===== src/metering_pkg.sv =====
/*
 * shared constants of the line metering pulse scheduler: register map,
 * field positions, reset values, reply codes and timing counts.
 * assumes a 125 MHz core clock and a 32-bit AXI4-Lite register bus.
 */
package metering_pkg;
    // ------------------------------------------------------------
    // timing
    // ------------------------------------------------------------
    localparam int unsigned CLK_FREQ_HZ   = 125_000_000;
    localparam int unsigned TICK_PERIOD_MS = 1;
    localparam int unsigned MS_CYCLES     = CLK_FREQ_HZ / 1000 * TICK_PERIOD_MS;

    // ------------------------------------------------------------
    // register offsets (byte addresses)
    // ------------------------------------------------------------
    localparam logic [7:0] OFS_BURST_COUNT = 8'h00;
    localparam logic [7:0] OFS_INTERVAL    = 8'h04;
    localparam logic [7:0] OFS_COMMAND     = 8'h08;
    localparam logic [7:0] OFS_STATUS      = 8'h0c;
    localparam logic [7:0] OFS_REPLY       = 8'h10;
    localparam logic [7:0] OFS_PULSE_CFG   = 8'h14;

    // ------------------------------------------------------------
    // field positions
    // ------------------------------------------------------------
    localparam int unsigned CMD_BURST_BIT    = 0;
    localparam int unsigned CMD_PER_ON_BIT   = 1;
    localparam int unsigned CMD_PER_OFF_BIT  = 2;
    localparam int unsigned STAT_HOOK_BIT    = 0;
    localparam int unsigned STAT_BUSY_BIT    = 1;
    localparam int unsigned STAT_PER_BIT     = 2;
    localparam int unsigned STAT_PULSE_BIT   = 3;
    localparam int unsigned STAT_ERR_BIT     = 4;
    localparam int unsigned CFG_PAUSE_LSB    = 16;

    // ------------------------------------------------------------
    // reset and default values, reply codes and bus response codes
    // ------------------------------------------------------------
    localparam logic [31:0] DEF_COUNT        = 32'h0000_0001;
    localparam logic [31:0] DEF_INTERVAL_MS  = 32'h0000_03e8;
    localparam logic [15:0] RST_ON_MS        = 16'h0064;
    localparam logic [15:0] RST_PAUSE_MS     = 16'h0064;
    localparam logic [9:0]  REPLY_OK         = 10'h0c8;
    localparam logic [9:0]  REPLY_ON_HOOK    = 10'h192;
    localparam logic [1:0]  RESP_OKAY        = 2'h0;
    localparam logic [1:0]  RESP_DECERR      = 2'h3;
endpackage


===== src/shaper_if.sv =====
/*
 * link between the scheduler and the pulse shaper.
 * assumes both ends run on the same core clock.
 */
`timescale 1ns/100ps
`default_nettype none
interface shaper_if;
    logic        start;
    logic        ms_tick;
    logic [15:0] on_ms;
    logic [15:0] pause_ms;
    logic        level;
    logic        ready;

    modport sched  (output start, ms_tick, on_ms, pause_ms,
                    input  level, ready);
    modport shaper (input  start, ms_tick, on_ms, pause_ms,
                    output level, ready);
endinterface
`default_nettype wire


===== src/metering_pulse_shaper.sv =====
/*
 * shapes one metering pulse: on-period, then the least pause.
 * assumes start only while ready, and a one-cycle ms tick.
 */
`timescale 1ns/100ps
`default_nettype none
module metering_pulse_shaper (
    input  wire logic   core_clk,
    input  wire logic   rst,
    shaper_if.shaper    sh
);
    typedef enum logic [1:0] {SH_IDLE, SH_ON, SH_PAUSE} shape_state_e;

    shape_state_e state_q, state_d;
    logic [15:0]  cnt_q, cnt_d;
    logic         level_q, level_d;
    logic         ready_q, ready_d;

    assign sh.level = level_q;
    assign sh.ready = ready_q;

    always_comb begin
        state_d = state_q;
        cnt_d   = cnt_q;
        case (state_q)
            SH_IDLE: begin
                if (sh.start) begin
                    state_d = SH_ON;
                    // zero on-period still gives a one-tick pulse
                    cnt_d   = (sh.on_ms == 16'h0000) ? 16'h0001 : sh.on_ms;
                end
            end
            SH_ON: begin
                if (sh.ms_tick) begin
                    if (cnt_q <= 16'h0001) begin
                        state_d = (sh.pause_ms == 16'h0000) ? SH_IDLE : SH_PAUSE;
                        cnt_d   = sh.pause_ms;
                    end else begin
                        cnt_d = cnt_q - 16'h0001;
                    end
                end
            end
            SH_PAUSE: begin
                if (sh.ms_tick) begin
                    if (cnt_q <= 16'h0001) begin
                        state_d = SH_IDLE;
                    end
                    cnt_d = cnt_q - 16'h0001;
                end
            end
            default: begin
                state_d = SH_IDLE;
            end
        endcase
        level_d = (state_d == SH_ON);
        ready_d = (state_d == SH_IDLE);
    end

    always_ff @(posedge core_clk) begin
        if (rst) begin
            state_q <= SH_IDLE;
            cnt_q   <= 16'h0000;
            level_q <= 1'b0;
            ready_q <= 1'b1;
        end else begin
            state_q <= state_d;
            cnt_q   <= cnt_d;
            level_q <= level_d;
            ready_q <= ready_d;
        end
    end
endmodule
`default_nettype wire


===== src/line_metering_pulse_scheduler.sv =====
/*
 * metering pulse scheduler for one analogue line with an AXI4-Lite
 * register slave. assumes a 125 MHz core clock, synchronous reset and an
 * asynchronous off-hook level from the line interface.
 */
// Register access over AXI4-Lite and the register offsets were decided locally.
`timescale 1ns/100ps
`default_nettype none
module line_metering_pulse_scheduler #(
    parameter int unsigned COUNT_W    = 16,
    parameter int unsigned INTERVAL_W = 20,
    parameter int unsigned MS_CYCLES  = metering_pkg::MS_CYCLES
) (
    input  wire logic        core_clk,
    input  wire logic        rst,
    input  wire logic        off_hook,
    input  wire logic [7:0]  s_axi_awaddr,
    input  wire logic        s_axi_awvalid,
    output logic             s_axi_awready,
    input  wire logic [31:0] s_axi_wdata,
    input  wire logic [3:0]  s_axi_wstrb,
    input  wire logic        s_axi_wvalid,
    output logic             s_axi_wready,
    output logic [1:0]       s_axi_bresp,
    output logic             s_axi_bvalid,
    input  wire logic        s_axi_bready,
    input  wire logic [7:0]  s_axi_araddr,
    input  wire logic        s_axi_arvalid,
    output logic             s_axi_arready,
    output logic [31:0]      s_axi_rdata,
    output logic [1:0]       s_axi_rresp,
    output logic             s_axi_rvalid,
    input  wire logic        s_axi_rready,
    output logic             pulse_out,
    output logic             busy,
    output logic             periodic_active
);
    localparam int unsigned TICK_W = $clog2(MS_CYCLES);

    if (MS_CYCLES < 2 || COUNT_W < 1 || COUNT_W > 32 ||
        INTERVAL_W < 11 || INTERVAL_W > 32) begin
        $error("unsupported parameter values");
    end

    function automatic logic [31:0] strb_merge(input logic [31:0] old_v,
                                               input logic [31:0] new_v,
                                               input logic [3:0]  strb);
        logic [31:0] r;
        r = old_v;
        for (int i = 0; i < 4; i++) begin
            if (strb[i]) begin
                r[i*8 +: 8] = new_v[i*8 +: 8];
            end
        end
        return r;
    endfunction

    // ------------------------------------------------------------
    // hook synchroniser and millisecond tick
    // ------------------------------------------------------------
    logic              hook_s1_q, hook_s2_q, hook_s3_q, hook_q, hook_d;
    logic [TICK_W-1:0] tick_cnt_q, tick_cnt_d;
    logic              tick_q, tick_d;

    always_comb begin
        // a level change counts once stages two and three agree
        hook_d = (hook_s2_q == hook_s3_q) ? hook_s3_q : hook_q;
        // free-running divider
        if (tick_cnt_q == TICK_W'(MS_CYCLES - 1)) begin
            tick_cnt_d = '0;
            tick_d     = 1'b1;
        end else begin
            tick_cnt_d = tick_cnt_q + TICK_W'(1);
            tick_d     = 1'b0;
        end
    end

    always_ff @(posedge core_clk) begin
        if (rst) begin
            hook_s1_q  <= 1'b0;
            hook_s2_q  <= 1'b0;
            hook_s3_q  <= 1'b0;
            hook_q     <= 1'b0;
            tick_cnt_q <= '0;
            tick_q     <= 1'b0;
        end else begin
            hook_s1_q  <= off_hook;
            hook_s2_q  <= hook_s1_q;
            hook_s3_q  <= hook_s2_q;
            hook_q     <= hook_d;
            tick_cnt_q <= tick_cnt_d;
            tick_q     <= tick_d;
        end
    end

    // ------------------------------------------------------------
    // bus slave handshakes
    // ------------------------------------------------------------
    logic        aw_full_q, aw_full_d, w_full_q, w_full_d;
    logic [7:0]  waddr_q, waddr_d;
    logic [31:0] wdata_q, wdata_d;
    logic [3:0]  wstrb_q, wstrb_d;
    logic        awready_q, awready_d, wready_q, wready_d;
    logic        bvalid_q, bvalid_d, arready_q, arready_d;
    logic        rvalid_q, rvalid_d;
    logic [1:0]  bresp_q, bresp_d, rresp_q, rresp_d;
    logic [31:0] rdata_q, rdata_d;
    logic        wr_commit;
    logic [31:0] status_word;

    // scheduler state read back by the bus
    logic [COUNT_W-1:0]    count_reg_q, count_reg_d;
    logic [INTERVAL_W-1:0] ival_reg_q, ival_reg_d;
    logic [15:0]           on_ms_q, on_ms_d, pause_ms_q, pause_ms_d;
    logic [9:0]            reply_q, reply_d;
    logic                  err_q, err_d;
    logic                  pulse_q, busy_q, per_en_q;

    assign wr_commit = aw_full_q & w_full_q & ~bvalid_q;

    function automatic logic known_ofs(input logic [7:0] a);
        return a == metering_pkg::OFS_BURST_COUNT ||
               a == metering_pkg::OFS_INTERVAL    ||
               a == metering_pkg::OFS_COMMAND     ||
               a == metering_pkg::OFS_STATUS      ||
               a == metering_pkg::OFS_REPLY       ||
               a == metering_pkg::OFS_PULSE_CFG;
    endfunction

    always_comb begin
        status_word = '0;
        status_word[metering_pkg::STAT_HOOK_BIT]  = hook_q;
        status_word[metering_pkg::STAT_BUSY_BIT]  = busy_q;
        status_word[metering_pkg::STAT_PER_BIT]   = per_en_q;
        status_word[metering_pkg::STAT_PULSE_BIT] = pulse_q;
        status_word[metering_pkg::STAT_ERR_BIT]   = err_q;
    end

    always_comb begin
        aw_full_d = aw_full_q;
        w_full_d  = w_full_q;
        waddr_d   = waddr_q;
        wdata_d   = wdata_q;
        wstrb_d   = wstrb_q;
        bvalid_d  = bvalid_q;
        bresp_d   = bresp_q;
        rvalid_d  = rvalid_q;
        rresp_d   = rresp_q;
        rdata_d   = rdata_q;
        arready_d = arready_q;
        if (s_axi_awvalid && awready_q) begin
            aw_full_d = 1'b1;
            waddr_d   = {s_axi_awaddr[7:2], 2'b00};
        end
        if (s_axi_wvalid && wready_q) begin
            w_full_d = 1'b1;
            wdata_d  = s_axi_wdata;
            wstrb_d  = s_axi_wstrb;
        end
        if (wr_commit) begin
            aw_full_d = 1'b0;
            w_full_d  = 1'b0;
            bvalid_d  = 1'b1;
            bresp_d   = known_ofs(waddr_q) ? metering_pkg::RESP_OKAY
                                           : metering_pkg::RESP_DECERR;
        end else if (bvalid_q && s_axi_bready) begin
            bvalid_d = 1'b0;
        end
        awready_d = ~aw_full_d;
        wready_d  = ~w_full_d;
        if (s_axi_arvalid && arready_q) begin
            arready_d = 1'b0;
            rvalid_d  = 1'b1;
            rresp_d   = metering_pkg::RESP_OKAY;
            case ({s_axi_araddr[7:2], 2'b00})
                metering_pkg::OFS_BURST_COUNT: rdata_d = 32'(count_reg_q);
                metering_pkg::OFS_INTERVAL:    rdata_d = 32'(ival_reg_q);
                metering_pkg::OFS_COMMAND:     rdata_d = '0;
                metering_pkg::OFS_STATUS:      rdata_d = status_word;
                metering_pkg::OFS_REPLY:       rdata_d = 32'(reply_q);
                metering_pkg::OFS_PULSE_CFG:   rdata_d = {pause_ms_q, on_ms_q};
                default: begin
                    rdata_d = '0;
                    rresp_d = metering_pkg::RESP_DECERR;
                end
            endcase
        end else if (rvalid_q && s_axi_rready) begin
            rvalid_d  = 1'b0;
            arready_d = 1'b1;
        end
    end

    always_ff @(posedge core_clk) begin
        if (rst) begin
            aw_full_q <= 1'b0;
            w_full_q  <= 1'b0;
            waddr_q   <= '0;
            wdata_q   <= '0;
            wstrb_q   <= '0;
            awready_q <= 1'b1;
            wready_q  <= 1'b1;
            bvalid_q  <= 1'b0;
            bresp_q   <= metering_pkg::RESP_OKAY;
            arready_q <= 1'b1;
            rvalid_q  <= 1'b0;
            rresp_q   <= metering_pkg::RESP_OKAY;
            rdata_q   <= '0;
        end else begin
            aw_full_q <= aw_full_d;
            w_full_q  <= w_full_d;
            waddr_q   <= waddr_d;
            wdata_q   <= wdata_d;
            wstrb_q   <= wstrb_d;
            awready_q <= awready_d;
            wready_q  <= wready_d;
            bvalid_q  <= bvalid_d;
            bresp_q   <= bresp_d;
            arready_q <= arready_d;
            rvalid_q  <= rvalid_d;
            rresp_q   <= rresp_d;
            rdata_q   <= rdata_d;
        end
    end

    // ------------------------------------------------------------
    // scheduler
    // ------------------------------------------------------------
    shaper_if sh ();

    logic [COUNT_W-1:0]    burst_left_q, burst_left_d;
    logic [INTERVAL_W-1:0] burst_ival_q, burst_ival_d;
    logic [INTERVAL_W-1:0] per_ival_q, per_ival_d;
    logic [INTERVAL_W-1:0] gap_q, gap_d;
    logic                  per_en_d, start_q, start_d, tail_q, tail_d;
    logic                  pulse_d, busy_d;
    logic [COUNT_W-1:0]    req_count;
    logic [INTERVAL_W-1:0] req_ival;
    logic                  can_fire, fire_burst, fire_per;
    logic                  cmd_wr;
    logic [31:0]           merged;

    assign sh.start    = start_q;
    assign sh.ms_tick  = tick_q;
    assign sh.on_ms    = on_ms_q;
    assign sh.pause_ms = pause_ms_q;

    metering_pulse_shaper u_shaper (
        .core_clk (core_clk),
        .rst      (rst),
        .sh       (sh)
    );

    always_comb begin
        count_reg_d  = count_reg_q;
        ival_reg_d   = ival_reg_q;
        on_ms_d      = on_ms_q;
        pause_ms_d   = pause_ms_q;
        reply_d      = reply_q;
        err_d        = err_q;
        burst_left_d = burst_left_q;
        burst_ival_d = burst_ival_q;
        per_ival_d   = per_ival_q;
        per_en_d     = per_en_q;
        gap_d        = gap_q;
        start_d      = 1'b0;
        tail_d       = tail_q;
        merged       = '0;
        cmd_wr       = 1'b0;
        // omitted (zero) parameters take their defaults
        req_count = (count_reg_q == '0) ? COUNT_W'(metering_pkg::DEF_COUNT)
                                        : count_reg_q;
        req_ival  = (ival_reg_q == '0)
                  ? INTERVAL_W'(metering_pkg::DEF_INTERVAL_MS) : ival_reg_q;

        // the shaper's ready lags start by one cycle, hence !start_q
        can_fire   = sh.ready && !start_q && (gap_q == '0);
        // burst pulses take priority over the periodic train
        fire_burst = can_fire && (burst_left_q != '0);
        fire_per   = can_fire && (burst_left_q == '0) && per_en_q;
        if (fire_burst) begin
            start_d      = 1'b1;
            burst_left_d = burst_left_q - COUNT_W'(1);
            gap_d        = burst_ival_q;
            tail_d       = (burst_left_q == COUNT_W'(1));
        end else if (fire_per) begin
            start_d = 1'b1;
            gap_d   = per_ival_q;
        end else if (tick_q && gap_q != '0) begin
            gap_d = gap_q - INTERVAL_W'(1);
        end
        if (tail_q && sh.ready && !start_q) begin
            tail_d = 1'b0;
        end

        if (wr_commit) begin
            merged = strb_merge('0, wdata_q, wstrb_q);
            case (waddr_q)
                metering_pkg::OFS_BURST_COUNT: begin
                    count_reg_d = COUNT_W'(strb_merge(32'(count_reg_q),
                                                      wdata_q, wstrb_q));
                end
                metering_pkg::OFS_INTERVAL: begin
                    ival_reg_d = INTERVAL_W'(strb_merge(32'(ival_reg_q),
                                                        wdata_q, wstrb_q));
                end
                metering_pkg::OFS_COMMAND: begin
                    cmd_wr = wstrb_q[0];
                end
                metering_pkg::OFS_STATUS: begin
                    if (merged[metering_pkg::STAT_ERR_BIT]) begin
                        err_d = 1'b0;
                    end
                end
                metering_pkg::OFS_PULSE_CFG: begin
                    // provisioned shape only changes between calls
                    if (!hook_q) begin
                        {pause_ms_d, on_ms_d} = strb_merge({pause_ms_q, on_ms_q},
                                                           wdata_q, wstrb_q);
                    end
                end
                default: begin
                end
            endcase
        end

        // going on-hook stops the periodic train only
        if (!hook_q) begin
            per_en_d = 1'b0;
        end

        if (cmd_wr) begin
            reply_d = metering_pkg::REPLY_OK;
            if (wdata_q[metering_pkg::CMD_BURST_BIT]) begin
                if (!hook_q) begin
                    reply_d = metering_pkg::REPLY_ON_HOOK;
                end else begin
                    // a second burst adds to what is still owed
                    if (burst_left_d == '0) begin
                        gap_d = '0;
                    end
                    burst_left_d = burst_left_d + req_count;
                    burst_ival_d = req_ival;
                end
            end
            if (wdata_q[metering_pkg::CMD_PER_ON_BIT]) begin
                if (!hook_q) begin
                    reply_d = metering_pkg::REPLY_ON_HOOK;
                end else begin
                    per_en_d   = 1'b1;
                    per_ival_d = req_ival;
                    if (burst_left_d == '0) begin
                        gap_d = '0;
                    end
                end
            end
            if (wdata_q[metering_pkg::CMD_PER_OFF_BIT]) begin
                per_en_d = 1'b0;
            end
        end
        // a new error outranks a clear in the same cycle
        if (cmd_wr && reply_d == metering_pkg::REPLY_ON_HOOK) begin
            err_d = 1'b1;
        end
        pulse_d = sh.level;
        busy_d  = (burst_left_d != '0) || tail_d;
    end

    always_ff @(posedge core_clk) begin
        if (rst) begin
            count_reg_q  <= '0;
            ival_reg_q   <= '0;
            on_ms_q      <= metering_pkg::RST_ON_MS;
            pause_ms_q   <= metering_pkg::RST_PAUSE_MS;
            reply_q      <= metering_pkg::REPLY_OK;
            err_q        <= 1'b0;
            burst_left_q <= '0;
            burst_ival_q <= INTERVAL_W'(metering_pkg::DEF_INTERVAL_MS);
            per_ival_q   <= INTERVAL_W'(metering_pkg::DEF_INTERVAL_MS);
            per_en_q     <= 1'b0;
            gap_q        <= '0;
            start_q      <= 1'b0;
            tail_q       <= 1'b0;
            pulse_q      <= 1'b0;
            busy_q       <= 1'b0;
        end else begin
            count_reg_q  <= count_reg_d;
            ival_reg_q   <= ival_reg_d;
            on_ms_q      <= on_ms_d;
            pause_ms_q   <= pause_ms_d;
            reply_q      <= reply_d;
            err_q        <= err_d;
            burst_left_q <= burst_left_d;
            burst_ival_q <= burst_ival_d;
            per_ival_q   <= per_ival_d;
            per_en_q     <= per_en_d;
            gap_q        <= gap_d;
            start_q      <= start_d;
            tail_q       <= tail_d;
            pulse_q      <= pulse_d;
            busy_q       <= busy_d;
        end
    end

    assign s_axi_awready   = awready_q;
    assign s_axi_wready    = wready_q;
    assign s_axi_bvalid    = bvalid_q;
    assign s_axi_bresp     = bresp_q;
    assign s_axi_arready   = arready_q;
    assign s_axi_rvalid    = rvalid_q;
    assign s_axi_rresp     = rresp_q;
    assign s_axi_rdata     = rdata_q;
    assign pulse_out       = pulse_q;
    assign busy            = busy_q;
    assign periodic_active = per_en_q;
endmodule
`default_nettype wire


===== config.mk =====
export PLATFORM = sky130hd
export DESIGN_NAME = line_metering_pulse_scheduler
export DESIGN_NICKNAME = d
export VERILOG_FILES = /design/src/metering_pkg.sv /design/src/shaper_if.sv /design/src/metering_pulse_shaper.sv /design/src/line_metering_pulse_scheduler.sv
export SDC_FILE = /design/constraint.sdc
export NUM_CORES = 1
export LEC_CHECK = 0
export ABC_AREA = 0
export BUFFER_PORTS_ARGS = -buffer_cell sky130_fd_sc_hd__buf_4
export CORE_AREA = 5 5 145 252
export DETAILED_ROUTE_END_ITERATION = 7
export DIE_AREA = 0 0 150 257
export PLACE_DENSITY = 0.57
export SLEW_MARGIN = 20
export SYNTH_ARGS = -nofsm -noshare
export SYNTH_HDL_FRONTEND = slang
export SYNTH_SLANG_ARGS = --single-unit

===== constraint.sdc =====
create_clock -name core_clk -period 4.4 [get_ports core_clk]
set_input_delay 0.22 -clock core_clk [delete_from_list [all_inputs] [get_ports core_clk]]
set_output_delay 0.22 -clock core_clk [all_outputs]
set_load 0.02 [all_outputs]

==> flow_metrics.env, run 1 <==
export IMPL_relSlewSlack=0.349
export IMPL_powerDensity_nw_per_um2=621
export IMPL_comb_power_share=0.504
export IMPL_ys_seq_area_frac=0.422
export IMPL_fin_ws_ns=-0.0902
export IMPL_path_max_fanout=10
export IMPL_grt_pass1_wl_um=70100
export IMPL_drtPass1Iterations=5
export IMPL_synth_area_leaders="dfxtp_1, nand2_1, a21oi_1, nor2_1, xnor2_1"
export IMPL_yosysWarnings=0
export IMPL_cp_end_kind="flip-flop"
export IMPL_syn_area_um2=13500
export IMPL_synth_largest_area_cell="dfxtp_1"
export IMPL_final_nets=1964
export IMPL_io_pins=104
export IMPL_fp_dieW_um=150
export IMPL_wirelength_um=45900
export IMPL_status="finished, violations left"
export IMPL_p_int_w=0.00652
export IMPL_peakVddDrop_mv=0.386
export IMPL_synth_fp_nets=1761
export IMPL_finalClockSkew_ns=0.0180
export IMPL_maxSlewViolCount=0
export IMPL_critPathKind="reg2reg"
export IMPL_viasPerCell=5.36
export IMPL_finalSetupViolations=15
export IMPL_synthArstFlopShare=0
export IMPL_initial_core_util=0.395
export IMPL_fin_crit_ns=4.49
export IMPL_cts_tree="yes"
export IMPL_multi_input_area_um2=7530
export IMPL_cp_arrival_ns=4.96
export IMPL_rsz0062_at_grt="yes"
export IMPL_drv_cap=0
export IMPL_critPathLaunchType="flip-flop"
export IMPL_cp_required_ns=4.87
export IMPL_ant_nets=0
export IMPL_grt_max_degree=165
export IMPL_register_area_um2=5710
export IMPL_synth_cell_types=71
export IMPL_clk_pin_slew_ns=0.07
export IMPL_clock_fmax_mhz=223
export IMPL_antenna_cells=0
export IMPL_postSynthAreaPerCell_um2=8.08
export IMPL_worstHoldPathType="in2reg"
export IMPL_clk_path_buf_depth=3
export IMPL_synth_seq_cells=285
export IMPL_clkPwrFrac=0.220
export IMPL_rows=90
export IMPL_leakage_nw=6.81
export IMPL_die_h_um=257
export IMPL_wire_per_inst_um=19.5
export IMPL_drive_gt1_frac=0.198
export IMPL_portBuffers=99
export IMPL_synth_flop_cell="dfxtp_1"
export IMPL_tightest_slew_ns=0.977
export IMPL_cts_htree_levels=1
export IMPL_insertion_delay_ns=0.55
export IMPL_final_period_utilization=1.02
export IMPL_cts_buffers=27
export IMPL_seq_power_share=0.276
export IMPL_root_buffer="clkbuf_16"
export IMPL_switching_share=0.386
export IMPL_dieArea_um2=38600
export IMPL_gr_usage_all_layers=0.232
export IMPL_syn_to_final_growth_pct=26.5
export IMPL_routabilityCongestion=0.922
export IMPL_total_power_w=0.0106
export IMPL_hold_viol=0
export IMPL_grt_pass1_vias=12400
export IMPL_final_core_util=0.500
export IMPL_first_iter_violations=776
export IMPL_p_sw_w=0.00410
export IMPL_final_cell_mix="nand2_1, dfxtp_1, buf_4"
export IMPL_layout_commonest_cell="nand2_1"
export IMPL_syn_inst=1673
export IMPL_num_vias=12600
export IMPL_synth_enable_flop_cells=0
export IMPL_clock_sinks=285
export IMPL_antenna_found_initial=0
export IMPL_n_fill_cell=3361
export IMPL_coreArea_um2=34200
export IMPL_grt_ovfl_total=0
export IMPL_drcViolationCount=0
export IMPL_dp_hpwl_um=34000
export IMPL_violations="negative setup slack"
export IMPL_synth_top_area_frac=0.422
==> power by group through the flow <==
stage	logic, W	registers (W)	clock network (W)
floorplan	0.00290	0.00299	0
global placement	0.00486	0.00298	0
detailed placement	0.00489	0.00299	0
CTS	0.00505	0.00293	0.00237
global route	0.00581	0.00295	0.00248
finish	0.00535	0.00294	0.00233
==> cell usage after synthesis, types with 5 or more instances <==
master,n
mux4_2,5
nor3_1,23
clkbuf_1,96
o211ai_1,22
a21oi_1,180
mux2i_1,26
dfxtp_1,285
nand3b_1,5
mux2_2,18
nor2b_1,7
or3_1,13
nand2_1,327
nor2_1,189
xor2_1,31
a22o_1,7
a22oi_1,32
nand2b_1,9
a21o_1,8
inv_1,22
nand4_1,15
nor3_2,19
nand3_1,37
and2_1,20
buf_1,5
a211oi_1,18
ha_1,27
nor4_4,5
nor4_1,32
xnor2_1,42
or4_1,6
and3_1,7
o21ai_0,69
==> logic make-up (layout without fill, tap and decap cells) <==
group	count (synthesis)	in the layout	synth area share
AOI/OAI and AO/OA	371	371	0.164
and+or+nand+nor	732	732	0.254
buffers and inverters	133	353	0.0403
xor gates and xnor gates	73	73	0.0473
adders and majority gates	28	28	0.0265
muxes	51	51	0.0454
DFF	285	285	0.422
==> state kept, by name, indices dropped and copies added, names as in the netlist, 2 cells and up <==
signal            flops
tick_cnt_q           17
waddr_q               6
u_shaper.state_q      2
burst_left_q         16
burst_ival_q         20
u_shaper.cnt_q       16
pause_ms_q           16
wdata_q              32
ival_reg_q           20
on_ms_q              16
gap_q                20
s_axi_rdata          32
reply_q              10
per_ival_q           20
count_reg_q          16
wstrb_q               4
==> final timing paths <==
| check | startpoint | endpoint | slack (ns) | cells after the start |
|---|---|---|---|---|
| min reg2reg | hook_s1_q$_SDFF_PP0_ | hook_s2_q$_SDFF_PP0_ | 0.44 | 1 |
| min | rst | hook_s2_q$_SDFF_PP0_ | 0.04 | 2 |
| max reg2reg | gap_q[6]$_SDFF_PP0_ | gap_q[0]$_SDFF_PP0_ | -0.09 | 18 |
| max | gap_q[6]$_SDFF_PP0_ | gap_q[0]$_SDFF_PP0_ | -0.09 | 18 |
==> metal layers <==
metal	part of all wire	global-route usage	wire, um	vias to the layer above
met4	0.067	0.136	3080	0
met2	0.53	0.440	24500	343
li1	-	-	-	6195
met1	0.36	0.241	16700	5938
met3	0.036	0.0238	1650	130
met5	0	0.00395	0	-
==> worst max-delay path, stage by stage, from the launching register on <==
cell and delay [ns]:
dfxtp_2 0.33, nor4_4 0.37, nand4b_4 0.17, or4_4 0.61
or3b_4 0.43, mux2_4 0.33, ha_4 0.28, buf_6 0.11
nand3_2 0.10, nor2_4 0.14, a31oi_4 0.10, o21ai_2 0.23
a21oi_2 0.10, xnor2_2 0.15, xor2_1 0.15, a41o_2 0.34
buf_12 0.14, buf_12 0.14, a211oi_2 0.18
==> per-stage QoR <==
stage / setup slack (ns) / cell area (um^2) / instances / setup TNS [ns] / hold WS, ns
5_1_grt: -0.269 / 17100 / 2353 / -4.58 / 0.0538
3_3_place_gp: -0.271 / 15400 / 2248 / -5.37 / 0.423
4_1_cts: -0.199 / 17000 / 2351 / -3.25 / 0.0436
6_report: -0.0902 / 17100 / 2353 / -0.748 / 0.0447
3_5_place_dp: -0.250 / 15400 / 2248 / -5.07 / 0.425
2_1_floorplan: 0.00129 / 13600 / 1673 / 0 / 0.348
==> area by class of cell <==
type	instances	share of cell area
clock buffers	40	0.0459
clock inverters	6	0.00468
inverters	22	0.00483
multi-input cells	1255	0.440
flip-flops and latches	285	0.334
well taps	460	0.0337
repair buffers	285	0.137
==> repair_timing <==
action	4_1_cts	5_1_grt
endpoints found under the hold margin	47	0
gates resized for setup	13	34
hold buffers	52	0
endpoints found under the setup margin	22	22
pin swaps	9	25
setup buffers	4	5
gates cloned	2	0
(Power assumes the default switching activity.)
==> run 2: changes to the inputs <==
CTS_CLUSTER_DIAMETER = 80   (was not set)
clock period = 4.02 ns   (was 4.4 ns; I/O delays follow)
==> run 2 against run 1 <==
Net effect: the run still ends with negative setup slack left; sequential share of layout area fell by 0.68 points; highest routed layer unchanged; non-clock buffer count increased by 21; critical path depth down 2; worst setup slack lost 0.43 ns; flip-flop and latch count did not move.
==> flow_metrics.env, run 2 (synthesized netlist as in run 1, its figures left out) <==
export IMPL_status="finished, violations left"
export IMPL_violations="negative setup slack"
export IMPL_routabilityCongestion=0.907
export IMPL_clock_fmax_mhz=220
export IMPL_finalClockSkew_ns=0.0170
export IMPL_fin_ws_ns=-0.518
export IMPL_critPathLaunchType="flip-flop"
export IMPL_final_period_utilization=1.13
export IMPL_initial_core_util=0.395
export IMPL_first_iter_violations=601
export IMPL_grt_ovfl_total=0
export IMPL_hold_viol=0
export IMPL_r2r_setup_slack_ns=-0.52
export IMPL_relSlewSlack=0.355
export IMPL_syn_to_final_growth_pct=29.2
export IMPL_io_pins=104
export IMPL_finalSetupViolations=22
export IMPL_fin_cells=2381
export IMPL_critPathTopFamily="simple AND/OR/NAND/NOR gates"
export IMPL_drive_gt1_frac=0.215
export IMPL_wire_per_inst_um=19.4
export IMPL_crit_buf_inv=1
export IMPL_timing_setup_tns_ns=-10.19
export IMPL_rows=90
export IMPL_grt_max_degree=67
export IMPL_cp_end_kind="flip-flop"
export IMPL_cts_buffers=28
export IMPL_wirelength_um=46300
export IMPL_n_fill_cell=3327
export IMPL_powerDensity_nw_per_um2=701
export IMPL_clock_sinks=285
export IMPL_critPathKind="reg2reg"
export IMPL_num_vias=12600
export IMPL_die_h_um=257
export IMPL_worstHoldPathType="in2reg"
export IMPL_cpPeakStageDelay_ns=0.61
export IMPL_placed_cells=2268
export IMPL_total_power_w=0.0122
export IMPL_fp_dieW_um=150
export IMPL_clk_path_buf_depth=3
export IMPL_design_area_um2=17500
export IMPL_cp_slowest_cell="or4_4"
export IMPL_drv_cap=0
export IMPL_cts_htree_levels=1
export IMPL_antenna_found_initial=1
export IMPL_tightest_slew_ns=0.967
export IMPL_portBuffers=99
export IMPL_gr_usage_all_layers=0.235
export IMPL_leakage_nw=7.01
export IMPL_drcViolationCount=0
export IMPL_cp_required_ns=4.46
export IMPL_root_buffer="clkbuf_16"
export IMPL_rsz0062_at_grt="yes"
export IMPL_grt_pass1_wl_um=71300
export IMPL_path_max_fanout=6
export IMPL_drtPass1Iterations=5
export IMPL_fin_crit_ns=4.54
export IMPL_final_nets=1986
export IMPL_hold_slack_ns=0.0216
export IMPL_dieArea_um2=38600
export IMPL_layout_commonest_cell="nand2_1"
export IMPL_peakVddDrop_mv=0.456
export IMPL_grt_pass1_vias=12800
export IMPL_maxSlewViolCount=0
export IMPL_cts_tree="yes"
export IMPL_ant_nets=0
export IMPL_dp_hpwl_um=34400
export IMPL_clk_pin_slew_ns=0.06
export IMPL_coreArea_um2=34200
export IMPL_dpl_cell_area_um2=15600
export IMPL_crit_chain="nor4_4 -> nand4b_4 -> or4_4 -> or3b_4 -> mux2_4 -> ha_4 -> a21oi_2 -> nor2_1 -> a211oi_2 -> o21ai_2 -> xor2_2 -> or3_4 -> a2111oi_4 -> a41o_4 -> clkbuf_16 -> nor3_2"
export IMPL_final_cell_mix="nand2_1, dfxtp_1, buf_4"
export IMPL_viasPerCell=5.29
export IMPL_insertion_delay_ns=0.56
export IMPL_cp_arrival_ns=4.98
==> run 2: cell count changes in the layout (fill, tap and decap cells not counted), moves of 2 or more <==
cell	before	now
nor3_2	19	17
xnor2_2	2	6
a211oi_2	4	2
buf_12	5	2
nor3_4	1	3
clkinvlp_4	0	2
xnor2_1	39	36
clkbuf_16	27	31
buf_4	224	246
==> run 2: layout make-up <==
type,instances,area [um^2],area share
multi-input cells,1255,7620,0.436
flip-flops and latches,285,5710,0.327
repair buffers,306,2500,0.143
clock buffers,41,831,0.0476
well taps,460,576,0.0330
clock inverters,11,141,0.00810
inverters,22,82.6,0.00473
diodes,1,2.50,0.000143
==> run 2: worst paths after layout <==
path                         from                         end  cells past startpoint
min                           rst  burst_left_q[9]$_SDFF_PP0_                      2
min reg2reg  hook_s1_q$_SDFF_PP0_        hook_s2_q$_SDFF_PP0_                      1
max          gap_q[17]$_SDFF_PP0_         gap_q[4]$_SDFF_PP0_                     16
max reg2reg  gap_q[17]$_SDFF_PP0_         gap_q[4]$_SDFF_PP0_                     16
==> run 2: what timing repair did <==
| action | in CTS | in global routing |
|---|---|---|
| setup endpoints to repair | 23 | 24 |
| hold buffers | 52 | 0 |
| hold endpoints to repair | 47 | 0 |
| gates resized for setup | 15 | 34 |
| cloned | 0 | 3 |
| buffers inserted | 2 | 4 |
| pin swaps | 5 | 28 |
==> run 2: per-layer routing <==
| layer | share of wire | GRT usage | up-vias |
|---|---|---|---|
| li1 | - | - | 6235 |
| met1 | 0.36 | 0.243 | 5915 |
| met2 | 0.53 | 0.435 | 307 |
| met3 | 0.034 | 0.0248 | 140 |
| met4 | 0.078 | 0.157 | 0 |
| met5 | 0 | 0 | - |
==> run 2: worst reg2reg max path, stage by stage, from the launching register on <==
cell and delay (ns):
dfxtp_2 0.34, nor4_4 0.39, nand4b_4 0.17, or4_4 0.61, or3b_4 0.42, mux2_4 0.33, ha_4 0.23, a21oi_2 0.14
nor2_1 0.07, a211oi_2 0.18, o21ai_2 0.10, xor2_2 0.16, or3_4 0.35, a2111oi_4 0.34, a41o_4 0.37, clkbuf_16 0.20
nor3_2 0.05
==> run 2: stage by stage <==
stage | util | setup slack [ns]
after detailed placement | 0.456 | -0.536
after CTS | 0.502 | -0.451
after global placement | 0.456 | -0.451
after floorplan | - | -0.272
after global routing | 0.510 | -0.617
final | 0.510 | -0.518
==> run 2: power by group <==
group / internal, W / total (W) / switching, W / leakage (nW)
logic: 0.00291 / 0.00627 / 0.00336 / 4.22
registers: 0.00303 / 0.00320 / 0.000177 / 2.31
clock network: 0.00163 / 0.00277 / 0.00114 / 0.476
total: 0.00757 / 0.0122 / 0.00468 / 7.01
